--- src/common/txcfg_pkg.sv ---
// Constants, register map and field layout for the transmitter configuration bank.
// Assumes a 32-bit Avalon-MM slave port; printed register offsets are word indices.
// Functional notes
// - Modulator bit 15 set selects linear transient, clear selects shaped transient.
// - Phase reversal at Tari 25us: full-depth bit picks ASK or PR delimiter shape.
// - Tari 12.5us or 6.25us always uses ASK delimiter, full-depth bit ignored.
// - Without phase reversal or full depth, depth field is ASK depth, 3F full.
// - With phase reversal or full depth, depth field sets delimiter 9.6 to 15.9us.
// - Ramp field: 00 from Tari, 01 100us, 10 200us, 11 400us.
// - Full-depth bit 5 forces 100 percent depth; depth field becomes delimiter length.
// - Bits 4:3 coarse attenuation: 00 nominal, 01 minus 6dB, 10 minus 12dB.
// - Bits 2:0 fine attenuation, each step lowers output by 1dB.
// - Reset or chip enable low presets modulator word to 20 3F 00.
// - Bits 22:20 select synthesizer reference frequency from 500kHz down to 25kHz.
// - Main divider N equals B times 32 plus A times 33.
// - Reset or chip enable low presets main divider word to 40 D8 4F.
// - Auxiliary word holds its own B and A with the same relation.
// - Auxiliary bit 21 selects external RF source, else internal oscillator.
// - Auxiliary bit 22 selects direct oscillator path, else normal path.
// - Auxiliary bit 20 enables divider and prescaler.
// - Reset or chip enable low presets auxiliary divider word to 01 18 46.
// - Modulator bits 17:16 set ASK transient rate: Tari, skip 2, 4, 8.
package txcfg_pkg;
	// Register word indices; byte address is four times the index
	localparam logic [7:0] IDX_MOD_CTRL = 8'h15;
	localparam logic [7:0] IDX_SYNTH_MAIN = 8'h16;
	localparam logic [7:0] IDX_SYNTH_AUX = 8'h17;
	localparam logic [7:0] IDX_DAC = 8'h18;
	localparam logic [7:0] IDX_TARI = 8'h20;
	localparam logic [7:0] IDX_STATUS = 8'h21;
	// Reset values
	localparam logic [23:0] RST_MOD_CTRL = 24'h203F00;
	localparam logic [23:0] RST_SYNTH_MAIN = 24'h40D84F;
	localparam logic [23:0] RST_SYNTH_AUX = 24'h011846;
	localparam logic [7:0] RST_DAC = 8'h00;
	localparam logic [1:0] RST_TARI = 2'h0;
	// Modulator field positions
	localparam int MOD_LIN = 15;
	localparam int MOD_PR = 14;
	localparam int MOD_DEP_LSB = 8;
	localparam int MOD_RAMP_LSB = 6;
	localparam int MOD_FULL = 5;
	localparam int MOD_COARSE_LSB = 3;
	localparam int MOD_ASKRATE_LSB = 16;
	// Divider field positions
	localparam int DIV_BIAS = 23;
	localparam int DIV_REF_LSB = 20;
	localparam int DIV_B_LSB = 10;
	localparam int AUX_DIRECT = 22;
	localparam int AUX_EXT = 21;
	localparam int AUX_PRESC = 20;
	localparam int PRESC_LO = 32;
	localparam int PRESC_HI = 33;
	// Tari codes and delimiter figures in tenths of a microsecond
	localparam logic [1:0] TARI_25 = 2'h0;
	localparam logic [1:0] TARI_12P5 = 2'h1;
	localparam logic [1:0] TARI_6P25 = 2'h2;
	localparam int DELIM_MIN_TENTHS = 96;
	localparam logic [5:0] DEPTH_FULL = 6'h3F;
	// Ramp times in microseconds, code 0 means Tari derived
	localparam int RAMP_US_1 = 100;
	localparam int RAMP_US_2 = 200;
	localparam int RAMP_US_3 = 400;
	localparam int CLK_MHZ = 125;
	localparam int RAMP_CYC_1 = RAMP_US_1 * CLK_MHZ;
	localparam int RAMP_CYC_2 = RAMP_US_2 * CLK_MHZ;
	localparam int RAMP_CYC_3 = RAMP_US_3 * CLK_MHZ;
	// Reference frequency per select code, in kHz
	function automatic logic [9:0] ref_khz(input logic [2:0] sel);
		case (sel)
			3'h0: ref_khz = 10'd500;
			3'h1: ref_khz = 10'd250;
			3'h4: ref_khz = 10'd200;
			3'h2: ref_khz = 10'd125;
			3'h5: ref_khz = 10'd100;
			3'h6: ref_khz = 10'd50;
			3'h7: ref_khz = 10'd25;
			default: ref_khz = 10'd0;
		endcase
	endfunction
	typedef enum logic [1:0] {SHAPE_SHAPED, SHAPE_LINEAR, SHAPE_ASK_DELIM, SHAPE_PR_DELIM} shape_t;
endpackage

--- src/rtl/dual_mod_divider.sv ---
`timescale 1ns/1ps
// Divider ratio calculator for one synthesizer word.
// Assumes a stable word from the register bank; result is registered.
module dual_mod_divider
	import txcfg_pkg::*;
(
	input wire logic clk_sys,
	input wire logic rst_n,
	input wire logic [23:0] word,
	output logic [15:0] ratio
);
	logic [15:0] ratio_nxt;
	always_comb begin
		ratio_nxt = 16'(word[19:10] * PRESC_LO) + 16'(word[9:0] * PRESC_HI);
	end
	// Registered so the output stands as a flip-flop value
	always_ff @(posedge clk_sys or negedge rst_n) begin
		if (!rst_n) begin
			ratio <= 16'h0000;
		end else begin
			ratio <= ratio_nxt;
		end
	end
endmodule

--- src/rtl/tx_synth_cfg_regs.sv ---
// Chosen here: the Avalon-MM slave port.
`timescale 1ns/1ps
// Modulator and synthesizer configuration bank with Avalon-MM slave.
// Assumes rstn and chip_en are asynchronous pins; one 125 MHz clock.
module tx_synth_cfg_regs
	import txcfg_pkg::*;
(
	input wire logic clk_sys,
	input wire logic rstn,
	input wire logic chip_en,
	input wire logic [7:0] avs_address,
	input wire logic avs_read,
	input wire logic avs_write,
	input wire logic [31:0] avs_writedata,
	input wire logic [3:0] avs_byteenable,
	output logic [31:0] avs_readdata,
	output logic avs_waitrequest,
	output logic [1:0] avs_response,
	output logic linear_transient,
	output logic phase_reversal_enable,
	output logic full_depth_ask,
	output logic [1:0] delim_shape,
	output logic [5:0] ask_depth,
	output logic [7:0] delim_tenths_us,
	output logic [1:0] ask_rate,
	output logic [1:0] ramp_sel,
	output logic [15:0] ramp_cycles,
	output logic [1:0] coarse_atten,
	output logic [2:0] fine_atten_db,
	output logic [9:0] ref_freq_khz,
	output logic [2:0] reference_divider_sel,
	output logic [15:0] main_ratio,
	output logic [15:0] aux_ratio,
	output logic ext_rf_sel,
	output logic osc_direct,
	output logic presc_enable,
	output logic amp_bias_double,
	output logic amp_bias_quad,
	output logic [7:0] dac_value
);
	logic rst_s1, rst_n;
	logic en_s1, en_s2, en_s3, en_stable_r;
	logic [23:0] mod_ctrl_r, synth_main_r, synth_aux_r;
	logic [7:0] dac_r;
	logic [1:0] tari_r;
	logic ack_r;
	logic [31:0] rdata_r;
	logic [1:0] resp_r;
	logic wr_hit, preset;

	// Reset released through two flip-flops
	always_ff @(posedge clk_sys or negedge rstn) begin
		if (!rstn) begin
			rst_s1 <= 1'b0;
			rst_n <= 1'b0;
		end else begin
			rst_s1 <= 1'b1;
			rst_n <= rst_s1;
		end
	end

	// Chip enable from a pin: three stages, change accepted when last two agree
	always_ff @(posedge clk_sys or negedge rst_n) begin
		if (!rst_n) begin
			en_s1 <= 1'b0;
			en_s2 <= 1'b0;
			en_s3 <= 1'b0;
			en_stable_r <= 1'b0;
		end else begin
			en_s1 <= chip_en;
			en_s2 <= en_s1;
			en_s3 <= en_s2;
			if (en_s2 == en_s3) begin
				en_stable_r <= en_s3;
			end
		end
	end
	assign preset = !en_stable_r;

	// Merge byte lanes of a write into a 24-bit word
	function automatic logic [23:0] merge24(input logic [23:0] old, input logic [31:0] wd, input logic [3:0] be);
		logic [23:0] m;
		m = old;
		for (int i = 0; i < 3; i++) begin
			if (be[i]) begin
				m[i*8 +: 8] = wd[i*8 +: 8];
			end
		end
		merge24 = m;
	endfunction

	// Address decode used by read and write paths
	function automatic logic is_mapped(input logic [7:0] a);
		is_mapped = (a == IDX_MOD_CTRL) || (a == IDX_SYNTH_MAIN) || (a == IDX_SYNTH_AUX) ||
			(a == IDX_DAC) || (a == IDX_TARI) || (a == IDX_STATUS);
	endfunction

	// Every access answers one cycle after it is seen
	// A write lands at the edge where waitrequest is low, the only edge the master commits to
	assign avs_waitrequest = (avs_read || avs_write) && !ack_r;
	assign wr_hit = avs_write && ack_r;

	always_ff @(posedge clk_sys or negedge rst_n) begin
		if (!rst_n) begin
			ack_r <= 1'b0;
		end else begin
			ack_r <= (avs_read || avs_write) && !ack_r;
		end
	end

	always_ff @(posedge clk_sys or negedge rst_n) begin
		if (!rst_n) begin
			mod_ctrl_r <= RST_MOD_CTRL;
		end else if (preset) begin
			mod_ctrl_r <= RST_MOD_CTRL;
		end else if (wr_hit && avs_address == IDX_MOD_CTRL) begin
			mod_ctrl_r <= merge24(mod_ctrl_r, avs_writedata, avs_byteenable);
		end
	end

	always_ff @(posedge clk_sys or negedge rst_n) begin
		if (!rst_n) begin
			synth_main_r <= RST_SYNTH_MAIN;
		end else if (preset) begin
			synth_main_r <= RST_SYNTH_MAIN;
		end else if (wr_hit && avs_address == IDX_SYNTH_MAIN) begin
			synth_main_r <= merge24(synth_main_r, avs_writedata, avs_byteenable);
		end
	end

	always_ff @(posedge clk_sys or negedge rst_n) begin
		if (!rst_n) begin
			synth_aux_r <= RST_SYNTH_AUX;
		end else if (preset) begin
			synth_aux_r <= RST_SYNTH_AUX;
		end else if (wr_hit && avs_address == IDX_SYNTH_AUX) begin
			synth_aux_r <= merge24(synth_aux_r, avs_writedata, avs_byteenable);
		end
	end

	// DAC hold
	// No preset is given for this value, so it keeps its contents while disabled
	always_ff @(posedge clk_sys or negedge rst_n) begin
		if (!rst_n) begin
			dac_r <= RST_DAC;
		end else if (wr_hit && avs_address == IDX_DAC && avs_byteenable[0]) begin
			dac_r <= avs_writedata[7:0];
		end
	end

	// Tari selection feeds the delimiter choice
	always_ff @(posedge clk_sys or negedge rst_n) begin
		if (!rst_n) begin
			tari_r <= RST_TARI;
		end else if (preset) begin
			tari_r <= RST_TARI;
		end else if (wr_hit && avs_address == IDX_TARI && avs_byteenable[0]) begin
			tari_r <= avs_writedata[1:0];
		end
	end

	// Read mux and response; unmapped reads zero with slave error
	always_ff @(posedge clk_sys or negedge rst_n) begin
		if (!rst_n) begin
			rdata_r <= 32'h00000000;
			resp_r <= 2'h0;
		end else if ((avs_read || avs_write) && !ack_r) begin
			resp_r <= is_mapped(avs_address) ? 2'h0 : 2'h2;
			case (avs_address)
				IDX_MOD_CTRL: rdata_r <= {8'h00, mod_ctrl_r};
				IDX_SYNTH_MAIN: rdata_r <= {8'h00, synth_main_r};
				IDX_SYNTH_AUX: rdata_r <= {8'h00, synth_aux_r};
				IDX_DAC: rdata_r <= {24'h000000, dac_r};
				IDX_TARI: rdata_r <= {30'h00000000, tari_r};
				IDX_STATUS: rdata_r <= {31'h00000000, en_stable_r};
				default: rdata_r <= 32'h00000000;
			endcase
		end
	end
	assign avs_readdata = rdata_r;
	assign avs_response = resp_r;

	assign linear_transient = mod_ctrl_r[MOD_LIN];
	assign phase_reversal_enable = mod_ctrl_r[MOD_PR];
	assign full_depth_ask = mod_ctrl_r[MOD_FULL];
	assign ask_rate = mod_ctrl_r[MOD_ASKRATE_LSB +: 2];

	// Delimiter shape and depth interpretation
	always_comb begin
		shape_t s;
		s = SHAPE_SHAPED;
		if (mod_ctrl_r[MOD_LIN]) begin
			s = SHAPE_LINEAR;
		end else if (mod_ctrl_r[MOD_PR]) begin
			if (tari_r == TARI_12P5 || tari_r == TARI_6P25) begin
				s = SHAPE_ASK_DELIM;
			end else if (mod_ctrl_r[MOD_FULL]) begin
				s = SHAPE_ASK_DELIM;
			end else begin
				s = SHAPE_PR_DELIM;
			end
		end
		delim_shape = s;
	end

	always_comb begin
		if (mod_ctrl_r[MOD_PR] || mod_ctrl_r[MOD_FULL]) begin
			ask_depth = mod_ctrl_r[MOD_FULL] ? DEPTH_FULL : 6'h00;
			// Code 0 is the shortest delimiter, one tenth of a microsecond per step
			delim_tenths_us = 8'(DELIM_MIN_TENTHS) + {2'b00, mod_ctrl_r[MOD_DEP_LSB +: 6]};
		end else begin
			ask_depth = mod_ctrl_r[MOD_DEP_LSB +: 6];
			delim_tenths_us = 8'h00;
		end
	end

	assign ramp_sel = mod_ctrl_r[MOD_RAMP_LSB +: 2];
	always_comb begin
		case (ramp_sel)
			2'h1: ramp_cycles = 16'(RAMP_CYC_1);
			2'h2: ramp_cycles = 16'(RAMP_CYC_2);
			2'h3: ramp_cycles = 16'(RAMP_CYC_3);
			default: ramp_cycles = 16'h0000;
		endcase
	end

	assign coarse_atten = mod_ctrl_r[MOD_COARSE_LSB +: 2];
	assign fine_atten_db = mod_ctrl_r[2:0];

	assign reference_divider_sel = synth_main_r[DIV_REF_LSB +: 3];
	assign ref_freq_khz = ref_khz(reference_divider_sel);

	assign ext_rf_sel = synth_aux_r[AUX_EXT];
	assign osc_direct = synth_aux_r[AUX_DIRECT];
	assign presc_enable = synth_aux_r[AUX_PRESC];
	assign amp_bias_double = synth_main_r[DIV_BIAS];
	assign amp_bias_quad = synth_aux_r[DIV_BIAS];
	assign dac_value = dac_r;

	dual_mod_divider u_main (
		.clk_sys(clk_sys),
		.rst_n(rst_n),
		.word(synth_main_r),
		.ratio(main_ratio)
	);
	dual_mod_divider u_aux (
		.clk_sys(clk_sys),
		.rst_n(rst_n),
		.word(synth_aux_r),
		.ratio(aux_ratio)
	);

	// Ramp and delimiter figures must fit their output widths
	if (RAMP_CYC_3 > 32'h0000FFFF) begin : g_ramp_fit
		$error("ramp cycle count too wide for its output");
	end
	if (DELIM_MIN_TENTHS + 63 > 32'h000000FF) begin : g_delim_fit
		$error("delimiter range too wide for its output");
	end
endmodule

--- config.mk ---
export PLATFORM = sky130hd
export DESIGN_NAME = tx_synth_cfg_regs
export DESIGN_NICKNAME = d
export VERILOG_FILES = /design/src/common/txcfg_pkg.sv /design/src/rtl/dual_mod_divider.sv /design/src/rtl/tx_synth_cfg_regs.sv
export SDC_FILE = /design/constraint.sdc
export NUM_CORES = 1
export LEC_CHECK = 0
export BUFFER_PORTS_ARGS = -buffer_cell sky130_fd_sc_hd__buf_2
export CORE_AREA = 2 2 124 126
export DETAILED_ROUTE_END_ITERATION = 7
export DIE_AREA = 0 0 126 128
export GPL_TIMING_DRIVEN = 0
export HOLD_SLACK_MARGIN = 0.15
export PLACE_DENSITY = 0.81
export SYNTH_ARGS = -nofsm -noshare
export SYNTH_HDL_FRONTEND = slang
export SYNTH_SLANG_ARGS = --single-unit
--- constraint.sdc ---
create_clock -name clk_sys -period 4.8 [get_ports clk_sys]
set_input_delay 0.72 -clock clk_sys [delete_from_list [all_inputs] [get_ports clk_sys]]
set_output_delay 0.72 -clock clk_sys [all_outputs]
set_load 0.02 [all_outputs]
==> flow_metrics.env, run 1 <==
export IMPL_status="completed"
export IMPL_total_power_mw=4.49
export IMPL_p_leak_nw=4.84
export IMPL_grt_pass1_wl_mm=32.9
export IMPL_drt_first_pass_iters=5
export IMPL_drive_above_1_share_pct=31.0
export IMPL_cts_resized=0
export IMPL_syn_to_final_growth_pct=22.7
export IMPL_numCtsBuffers=17
export IMPL_grt_setup_unrepaired="false"
export IMPL_path_common_cell="ha_1"
export IMPL_grtUsageTotal_pct=26.3
export IMPL_nets=1084
export IMPL_grt_antenna_before_repair=0
export IMPL_core_area_um2=14900
export IMPL_drc=0
export IMPL_cts_sinks=146
export IMPL_max_freq_ghz=0.310
export IMPL_initialDrtViolationCount=540
export IMPL_hold_buffers=1
export IMPL_wire_per_inst_um=17.6
export IMPL_antenna_diode_count=0
export IMPL_fin_crit_sh_pct=67.3
export IMPL_cap_viol_max_count=0
export IMPL_rows=45
export IMPL_netlist_area_um2=7840
export IMPL_critPathMaxStageDelay_ns=0.60
export IMPL_relSlewSlack_pct=44.4
export IMPL_synth_cell_type_count=58
export IMPL_cts_root_buf="clkbuf_16"
export IMPL_syn_area_per_cell_um2=10.1
export IMPL_worstSetupEndpointType="flop"
export IMPL_die_w_um=126
export IMPL_p_per_area_nw_per_um2=467
export IMPL_clkTransAtPathRegs_ns=0.06
export IMPL_worst_pin_slew_ns=0.833
export IMPL_cpMaxStageDelayCell="dfstp_2"
export IMPL_worst_ep_arrival_time_ns=3.58
export IMPL_ys_warn_count=0
export IMPL_hold_path_class="flop to asynchronous set/reset pin"
export IMPL_hpwl_mm=15.4
export IMPL_clk_latency_ns=0.43
export IMPL_critPathMaxFanout=4
export IMPL_synth_flop_cell="dfrtp_1"
export IMPL_grt_max_degree=73
export IMPL_start_util_pct=52.7
export IMPL_finalWorstSetupSlack_ns=1.57
export IMPL_synth_edff_count=0
export IMPL_via_count=6482
export IMPL_period_needed_ns=3.23
export IMPL_fin_util_pct=64.7
export IMPL_gr_total_overflow=0
export IMPL_first_global_vias=6306
export IMPL_io_pins=186
export IMPL_ys_seq_area_share_pct=47.0
export IMPL_postSynth_asyncResetShare_pct=100
export IMPL_ir_drop_mv=0.291
export IMPL_htree_levels=4
export IMPL_gp_congestion=0.897
export IMPL_port_buffers=162
export IMPL_cts_tree="built"
export IMPL_drt_wl_total_mm=20.6
export IMPL_required_ns=5.15
export IMPL_synth_ff_latch_count=146
export IMPL_postCtsSetupBuffers=0
export IMPL_die_h_um=128
export IMPL_path_cells="ha_1 > ha_1 > fa_1 > ha_1 > and3_1 > a2111oi_2 > o21ai_1 > a21oi_1 > xnor2_1"
export IMPL_die_area_um2=16100
export IMPL_crit_type="flop to flop"
export IMPL_startpoint_type="flop"
export IMPL_synthesis_instances=774
export IMPL_place_ws_ns=1.58
export IMPL_routed_via_density=5.53
export IMPL_antenna_left=0
export IMPL_cts_buffer_depth=2
export IMPL_setup_violations=0
export IMPL_final_fill_count=1174
export IMPL_worst_clock_skew_ns=0.0100
export IMPL_final_max_slew_violation_count=0
export IMPL_finalHoldViolations=0
## registers in the layout, indices dropped and copies added, names as in the netlist
signal / count
en_s2: 1
dac_value: 8
rst_s1: 1
avs_readdata: 24
en_s3: 1
en_s1: 1
mod_ctrl_r: 24
ack_r: 1
rst_n: 1
u_aux.ratio: 16
tari_r: 2
synth_aux_r: 24
avs_response: 1
u_main.ratio: 16
synth_main_r: 24
en_stable_r: 1
## area by class of cell
| type | count | area, µm² | share of cell area, % |
|---|---|---|---|
| Inverter | 51 | 191 | 1.99 |
| Timing Repair Buffer | 165 | 876 | 9.11 |
| Clock buffer | 21 | 460 | 4.79 |
| Sequential cell | 146 | 3690 | 38.3 |
| Buffer | 71 | 430 | 4.48 |
| Clock inverter | 11 | 153 | 1.59 |
| Tap cell | 188 | 235 | 2.45 |
| Multi-Input combinational cell | 519 | 3580 | 37.3 |
## layout by cell type, fill, tap and decap left out, types with 4 or more instances in the layout
cell type | Yosys | routed
nand3_1 | 45 | 45
nor2_1 | 37 | 37
nand2_1 | 83 | 83
buf_4 | 36 | 36
a22oi_1 | 16 | 16
mux2_1 | 8 | 8
buf_2 | 11 | 173
a31oi_1 | 9 | 9
clkbuf_1 | 20 | 22
conb_1 | 2 | 15
and3_1 | 6 | 6
mux2_2 | 22 | 22
xnor2_1 | 18 | 18
ha_1 | 52 | 52
dfrtp_1 | 123 | 122
inv_1 | 49 | 49
o21ai_2 | 5 | 5
fa_1 | 12 | 12
o21ai_0 | 6 | 6
o21a_1 | 4 | 4
clkbuf_16 | 0 | 17
dfstp_2 | 23 | 23
a21oi_1 | 37 | 37
a21o_1 | 11 | 11
nor2b_1 | 15 | 15
o21ai_1 | 70 | 70
## layer usage
metal / GRT usage (%) / up-vias / share of wire, %
met3: 5.34 / 56 / 7.7
met4: 11.2 / 0 / 3.4
met1: 35.8 / 3091 / 42
met5: 0 / - / 0
li1: - / 3016 / -
met2: 41.5 / 319 / 47
## kinds of logic after synthesis
group                    after synthesis  share of synthesized area (%)
flip-flops                           146                           47.0
other                                  2                         0.0958
XOR/XNOR                              19                           2.12
multiplexers                          32                           4.56
AO/OA/AOI/OAI                        181                           14.3
adder cells (fa/ha/maj)               65                           11.5
buffers and inverters                122                           7.93
AND/OR/NAND/NOR                      207                           12.5
## Yosys cell counts, types with 3 or more instances
| master | count | area share (%) |
|---|---|---|
| nor2_1 | 37 | 1.8 |
| o21ai_0 | 6 | 0.38 |
| fa_1 | 12 | 3.1 |
| buf_2 | 11 | 0.70 |
| a31oi_1 | 9 | 0.72 |
| a21oi_1 | 37 | 2.4 |
| o21bai_1 | 3 | 0.29 |
| clkbuf_1 | 20 | 0.96 |
| o21ai_2 | 5 | 0.56 |
| buf_4 | 36 | 3.4 |
| nand2_1 | 83 | 4.0 |
| xnor2_1 | 18 | 2.0 |
| mux2_1 | 8 | 1.1 |
| dfstp_2 | 23 | 7.7 |
| and2_1 | 3 | 0.24 |
| nor3b_1 | 3 | 0.29 |
| ha_1 | 52 | 8.3 |
| o21ai_1 | 70 | 4.5 |
| a21o_1 | 11 | 1.1 |
| mux2_2 | 22 | 3.2 |
| nand3_1 | 45 | 2.9 |
| dfrtp_1 | 123 | 39 |
| o21a_1 | 4 | 0.38 |
| a22oi_1 | 16 | 1.5 |
| nor3_1 | 3 | 0.19 |
| and3_1 | 6 | 0.48 |
| inv_1 | 49 | 2.3 |
| nor2b_1 | 15 | 1.2 |
## worst max-delay path: cells and delay by family (launching register included)
family                     cells  cell delay, ns
AOI/OAI and AO/OA              3            0.84
xor gates and xnor gates       1            0.13
adders and majority gates      4            1.42
DFF                            1            0.60
and+or+nand+nor                1            0.17
## worst paths after layout
| check | depth (start not counted) | slack (ns) | end | from |
|---|---|---|---|---|
| max | 9 | 1.57 | u_main.ratio[15]$_DFF_PN0_ | synth_main_r[3]$_DFFE_PN1P_ |
| min | 0 | 0.27 | dac_value[2]$_DFFE_PN0P_ | rst_n$_DFF_PN0_ |
| max reg2reg | 9 | 1.57 | u_main.ratio[15]$_DFF_PN0_ | synth_main_r[3]$_DFFE_PN1P_ |
| min reg2reg | 0 | 0.27 | dac_value[2]$_DFFE_PN0P_ | rst_n$_DFF_PN0_ |
| max in group asynchronous | 1 | 3.80 | mod_ctrl_r[13]$_DFFE_PN1P_ | rst_n$_DFF_PN0_ |
| min in group clk_sys | 0 | 0.35 | en_s2$_DFF_PN0_ | en_s1$_DFF_PN0_ |
## stage by stage
stage               std cells  hold slack (ns)  area, µm²  TNS, ns
floorplan                 787            0.331       7890        0
global placement         1137            0.331       8930  -125.17
detailed placement       1139            0.282       8990        0
CTS                      1172            0.287       9620        0
global route             1172            0.310       9620        0
finish                   1172            0.271       9620        0
## power by group
group          switching, mW  internal (mW)
combinational          0.921          0.628
sequential             0.127           1.45
clock                  0.521          0.847
total                   1.57           2.92
No activity file was read; power rests on OpenSTA's default activity.
==> run 2: changes to the inputs <==
--- a/config.mk
+++ b/config.mk
@@ -6,12 +6,12 @@
 export NUM_CORES = 1
 export LEC_CHECK = 0
 export BUFFER_PORTS_ARGS = -buffer_cell sky130_fd_sc_hd__buf_2
-export CORE_AREA = 2 2 124 126
+export CORE_AREA = 2 2 130 132
 export DETAILED_ROUTE_END_ITERATION = 7
-export DIE_AREA = 0 0 126 128
+export DIE_AREA = 0 0 132 134
 export GPL_TIMING_DRIVEN = 0
 export HOLD_SLACK_MARGIN = 0.15
-export PLACE_DENSITY = 0.81
+export PLACE_DENSITY = 0.78
 export SYNTH_ARGS = -nofsm -noshare
 export SYNTH_HDL_FRONTEND = slang
 export SYNTH_SLANG_ARGS = --single-unit
==> constraint.sdc (replaced) <==
create_clock -name clk_sys -period 2.7 [get_ports clk_sys]
set_input_delay 0.405 -clock clk_sys [delete_from_list [all_inputs] [get_ports clk_sys]]
set_output_delay 0.405 -clock clk_sys [all_outputs]
set_load 0.02 [all_outputs]
==> run 2 against run 1 <==
Clock-buffer cell count unchanged. Worst setup slack got worse by 1.8 ns. Non-clock buffer count rose by 22. The flow now finishes with violations (setup timing). Final cell count grew 4.7%. Critical endpoint is now u_aux.ratio[13]$_DFF_PN0_. Total power is 95% higher. Maximum frequency up 8.5%. Critical path depth unchanged. Critical path type unchanged. Sequential share of layout area fell by 2.1 points. First-iteration DRC count rose by 16%. Global-route usage is 0.63 points lower.
==> flow_metrics.env, run 2 (synthesis gave the netlist of run 1 again) <==
export IMPL_worst_pin_slew_ns=0.798
export IMPL_gp_congestion=0.876
export IMPL_setup_tns_ns=-1.22
export IMPL_drt_first_pass_iters=5
export IMPL_final_common_cell="buf_2"
export IMPL_grt_max_degree=65
export IMPL_grt_setup_unrepaired="true"
export IMPL_required_ns=3.05
export IMPL_status="finished, violations left"
export IMPL_nets=1106
export IMPL_cap_viol_max_count=0
export IMPL_cts_tree="built"
export IMPL_die_w_um=132
export IMPL_gr_total_overflow=0
export IMPL_numCtsBuffers=17
export IMPL_start_util_pct=48.1
export IMPL_finalHoldViolations=0
export IMPL_grt_antenna_before_repair=1
export IMPL_max_freq_ghz=0.336
export IMPL_critPathMaxFanout=6
export IMPL_grt_pass1_wl_mm=35.0
export IMPL_io_pins=186
export IMPL_rows=47
export IMPL_drive_above_1_share_pct=37.0
export IMPL_grtUsageTotal_pct=25.7
export IMPL_htree_levels=4
export IMPL_final_max_slew_violation_count=0
export IMPL_wire_per_inst_um=18.6
export IMPL_cts_sinks=146
export IMPL_port_buffers=162
export IMPL_ir_drop_mv=0.522
export IMPL_violations="setup timing"
export IMPL_fin_crit_sh_pct=110
export IMPL_via_count=6732
export IMPL_hpwl_mm=16.1
export IMPL_dp_cells=1171
export IMPL_drc=0
export IMPL_fin_cells=1227
export IMPL_final_cell_area_um2=10200
export IMPL_drt_wl_total_mm=22.8
export IMPL_worstSetupEndpointType="flop"
export IMPL_setup_violations=9
export IMPL_syn_to_final_growth_pct=30.1
export IMPL_clkTransAtPathRegs_ns=0.06
export IMPL_place_ws_ns=-0.364
export IMPL_final_cell_mix="buf_2 (173), dfrtp_1 (119), nand2_1 (83)"
export IMPL_p_leak_nw=4.97
export IMPL_die_area_um2=17700
export IMPL_p_per_area_nw_per_um2=860
export IMPL_worst_clock_skew_ns=0.0113
export IMPL_antenna_left=0
export IMPL_cts_buffer_depth=2
export IMPL_crit_type="flop to flop"
export IMPL_period_needed_ns=2.97
export IMPL_first_global_vias=6481
export IMPL_placedInstanceArea_um2=9160
export IMPL_routed_via_density=5.49
export IMPL_die_h_um=134
export IMPL_hold_path_class="input port to flop"
export IMPL_core_area_um2=16300
export IMPL_cts_root_buf="clkbuf_16"
export IMPL_clk_latency_ns=0.44
export IMPL_worst_ep_arrival_time_ns=3.33
export IMPL_startpoint_type="flop"
export IMPL_finalWorstSetupSlack_ns=-0.274
export IMPL_initialDrtViolationCount=625
export IMPL_relSlewSlack_pct=46.7
run 2: cell count changes in the layout (fill, tap and decap cells not counted), sizes merged:
| cell | change |
|---|---|
| dlygate4sd3 | +1 |
| clkinvlp | +2 |
| diode | +1 |
| clkinv | -3 |
| buf | +21 |
| inv | +1 |
run 2: report_power, final:
part / switching (mW) / internal [mW]
combinational: 1.91 / 1.56
clock: 0.952 / 1.55
sequential: 0.224 / 2.57
run 2: final timing paths:
kind / slack, ns / end / start / cells past startpoint
setup / recovery: -0.27 / u_aux.ratio[13]$_DFF_PN0_ / synth_aux_r[4]$_DFFE_PN0P_ / 9
min in group asynchronous: 0.23 / avs_readdata[0]$_DFFE_PN0P_ / rst_n$_DFF_PN0_ / 0
max in group asynchronous: 1.80 / mod_ctrl_r[12]$_DFFE_PN1P_ / rst_n$_DFF_PN0_ / 1
setup reg to reg: -0.27 / u_aux.ratio[13]$_DFF_PN0_ / synth_aux_r[4]$_DFFE_PN0P_ / 9
hold / removal: 0.19 / synth_aux_r[16]$_DFFE_PN1P_ / avs_writedata[16] / 3
hold reg to reg: 0.23 / avs_readdata[0]$_DFFE_PN0P_ / rst_n$_DFF_PN0_ / 0
run 2: cell type report:
type                    count  area [µm²]
well taps                 220         275
fillers                  1302        6090
repair buffers            187        1040
clock buffers              21         480
multi-input cells         519        3930
flip-flops and latches    146        3690
plain buffers              71         430
clock inverters            11         150
inverters                  51         191
diodes                      1        2.50
run 2: what timing repair did:
item,CTS,global route
endpoints found under the hold margin,3,0
endpoints found under the setup margin,11,10
hold buffers,2,0
pin swaps,18,15
buffers inserted,18,3
resized for setup,28,9
run 2: metal layers:
metal / track usage (%) / wire length [µm] / up-vias
li1: - / - / 3060
met2: 41.1 / 10700 / 372
met5: 0 / 0 / -
met1: 34.1 / 9410 / 3231
met3: 5.37 / 1880 / 69
met4: 11.2 / 772 / 0
run 2: through the flow:
stage	total power [mW]	hold WS [ns]	util, %
3_5_place_dp	5.81	0.193	56.3
2_1_floorplan	4.94	0.109	-
3_3_place_gp	5.72	0.192	55.9
5_1_grt	9.18	0.199	62.6
4_1_cts	8.61	0.186	62.1
6_report	8.77	0.187	62.6
run 2: critical path, stage by stage, from the launching register on:
cell and delay (ns):
dfrtp_2 0.43, ha_1 0.35, ha_4 0.18, fa_1 0.57, ha_4 0.24, and3_4 0.19
a2111oi_4 0.48, o21bai_1 0.14, a21oi_1 0.17, xnor2_1 0.14
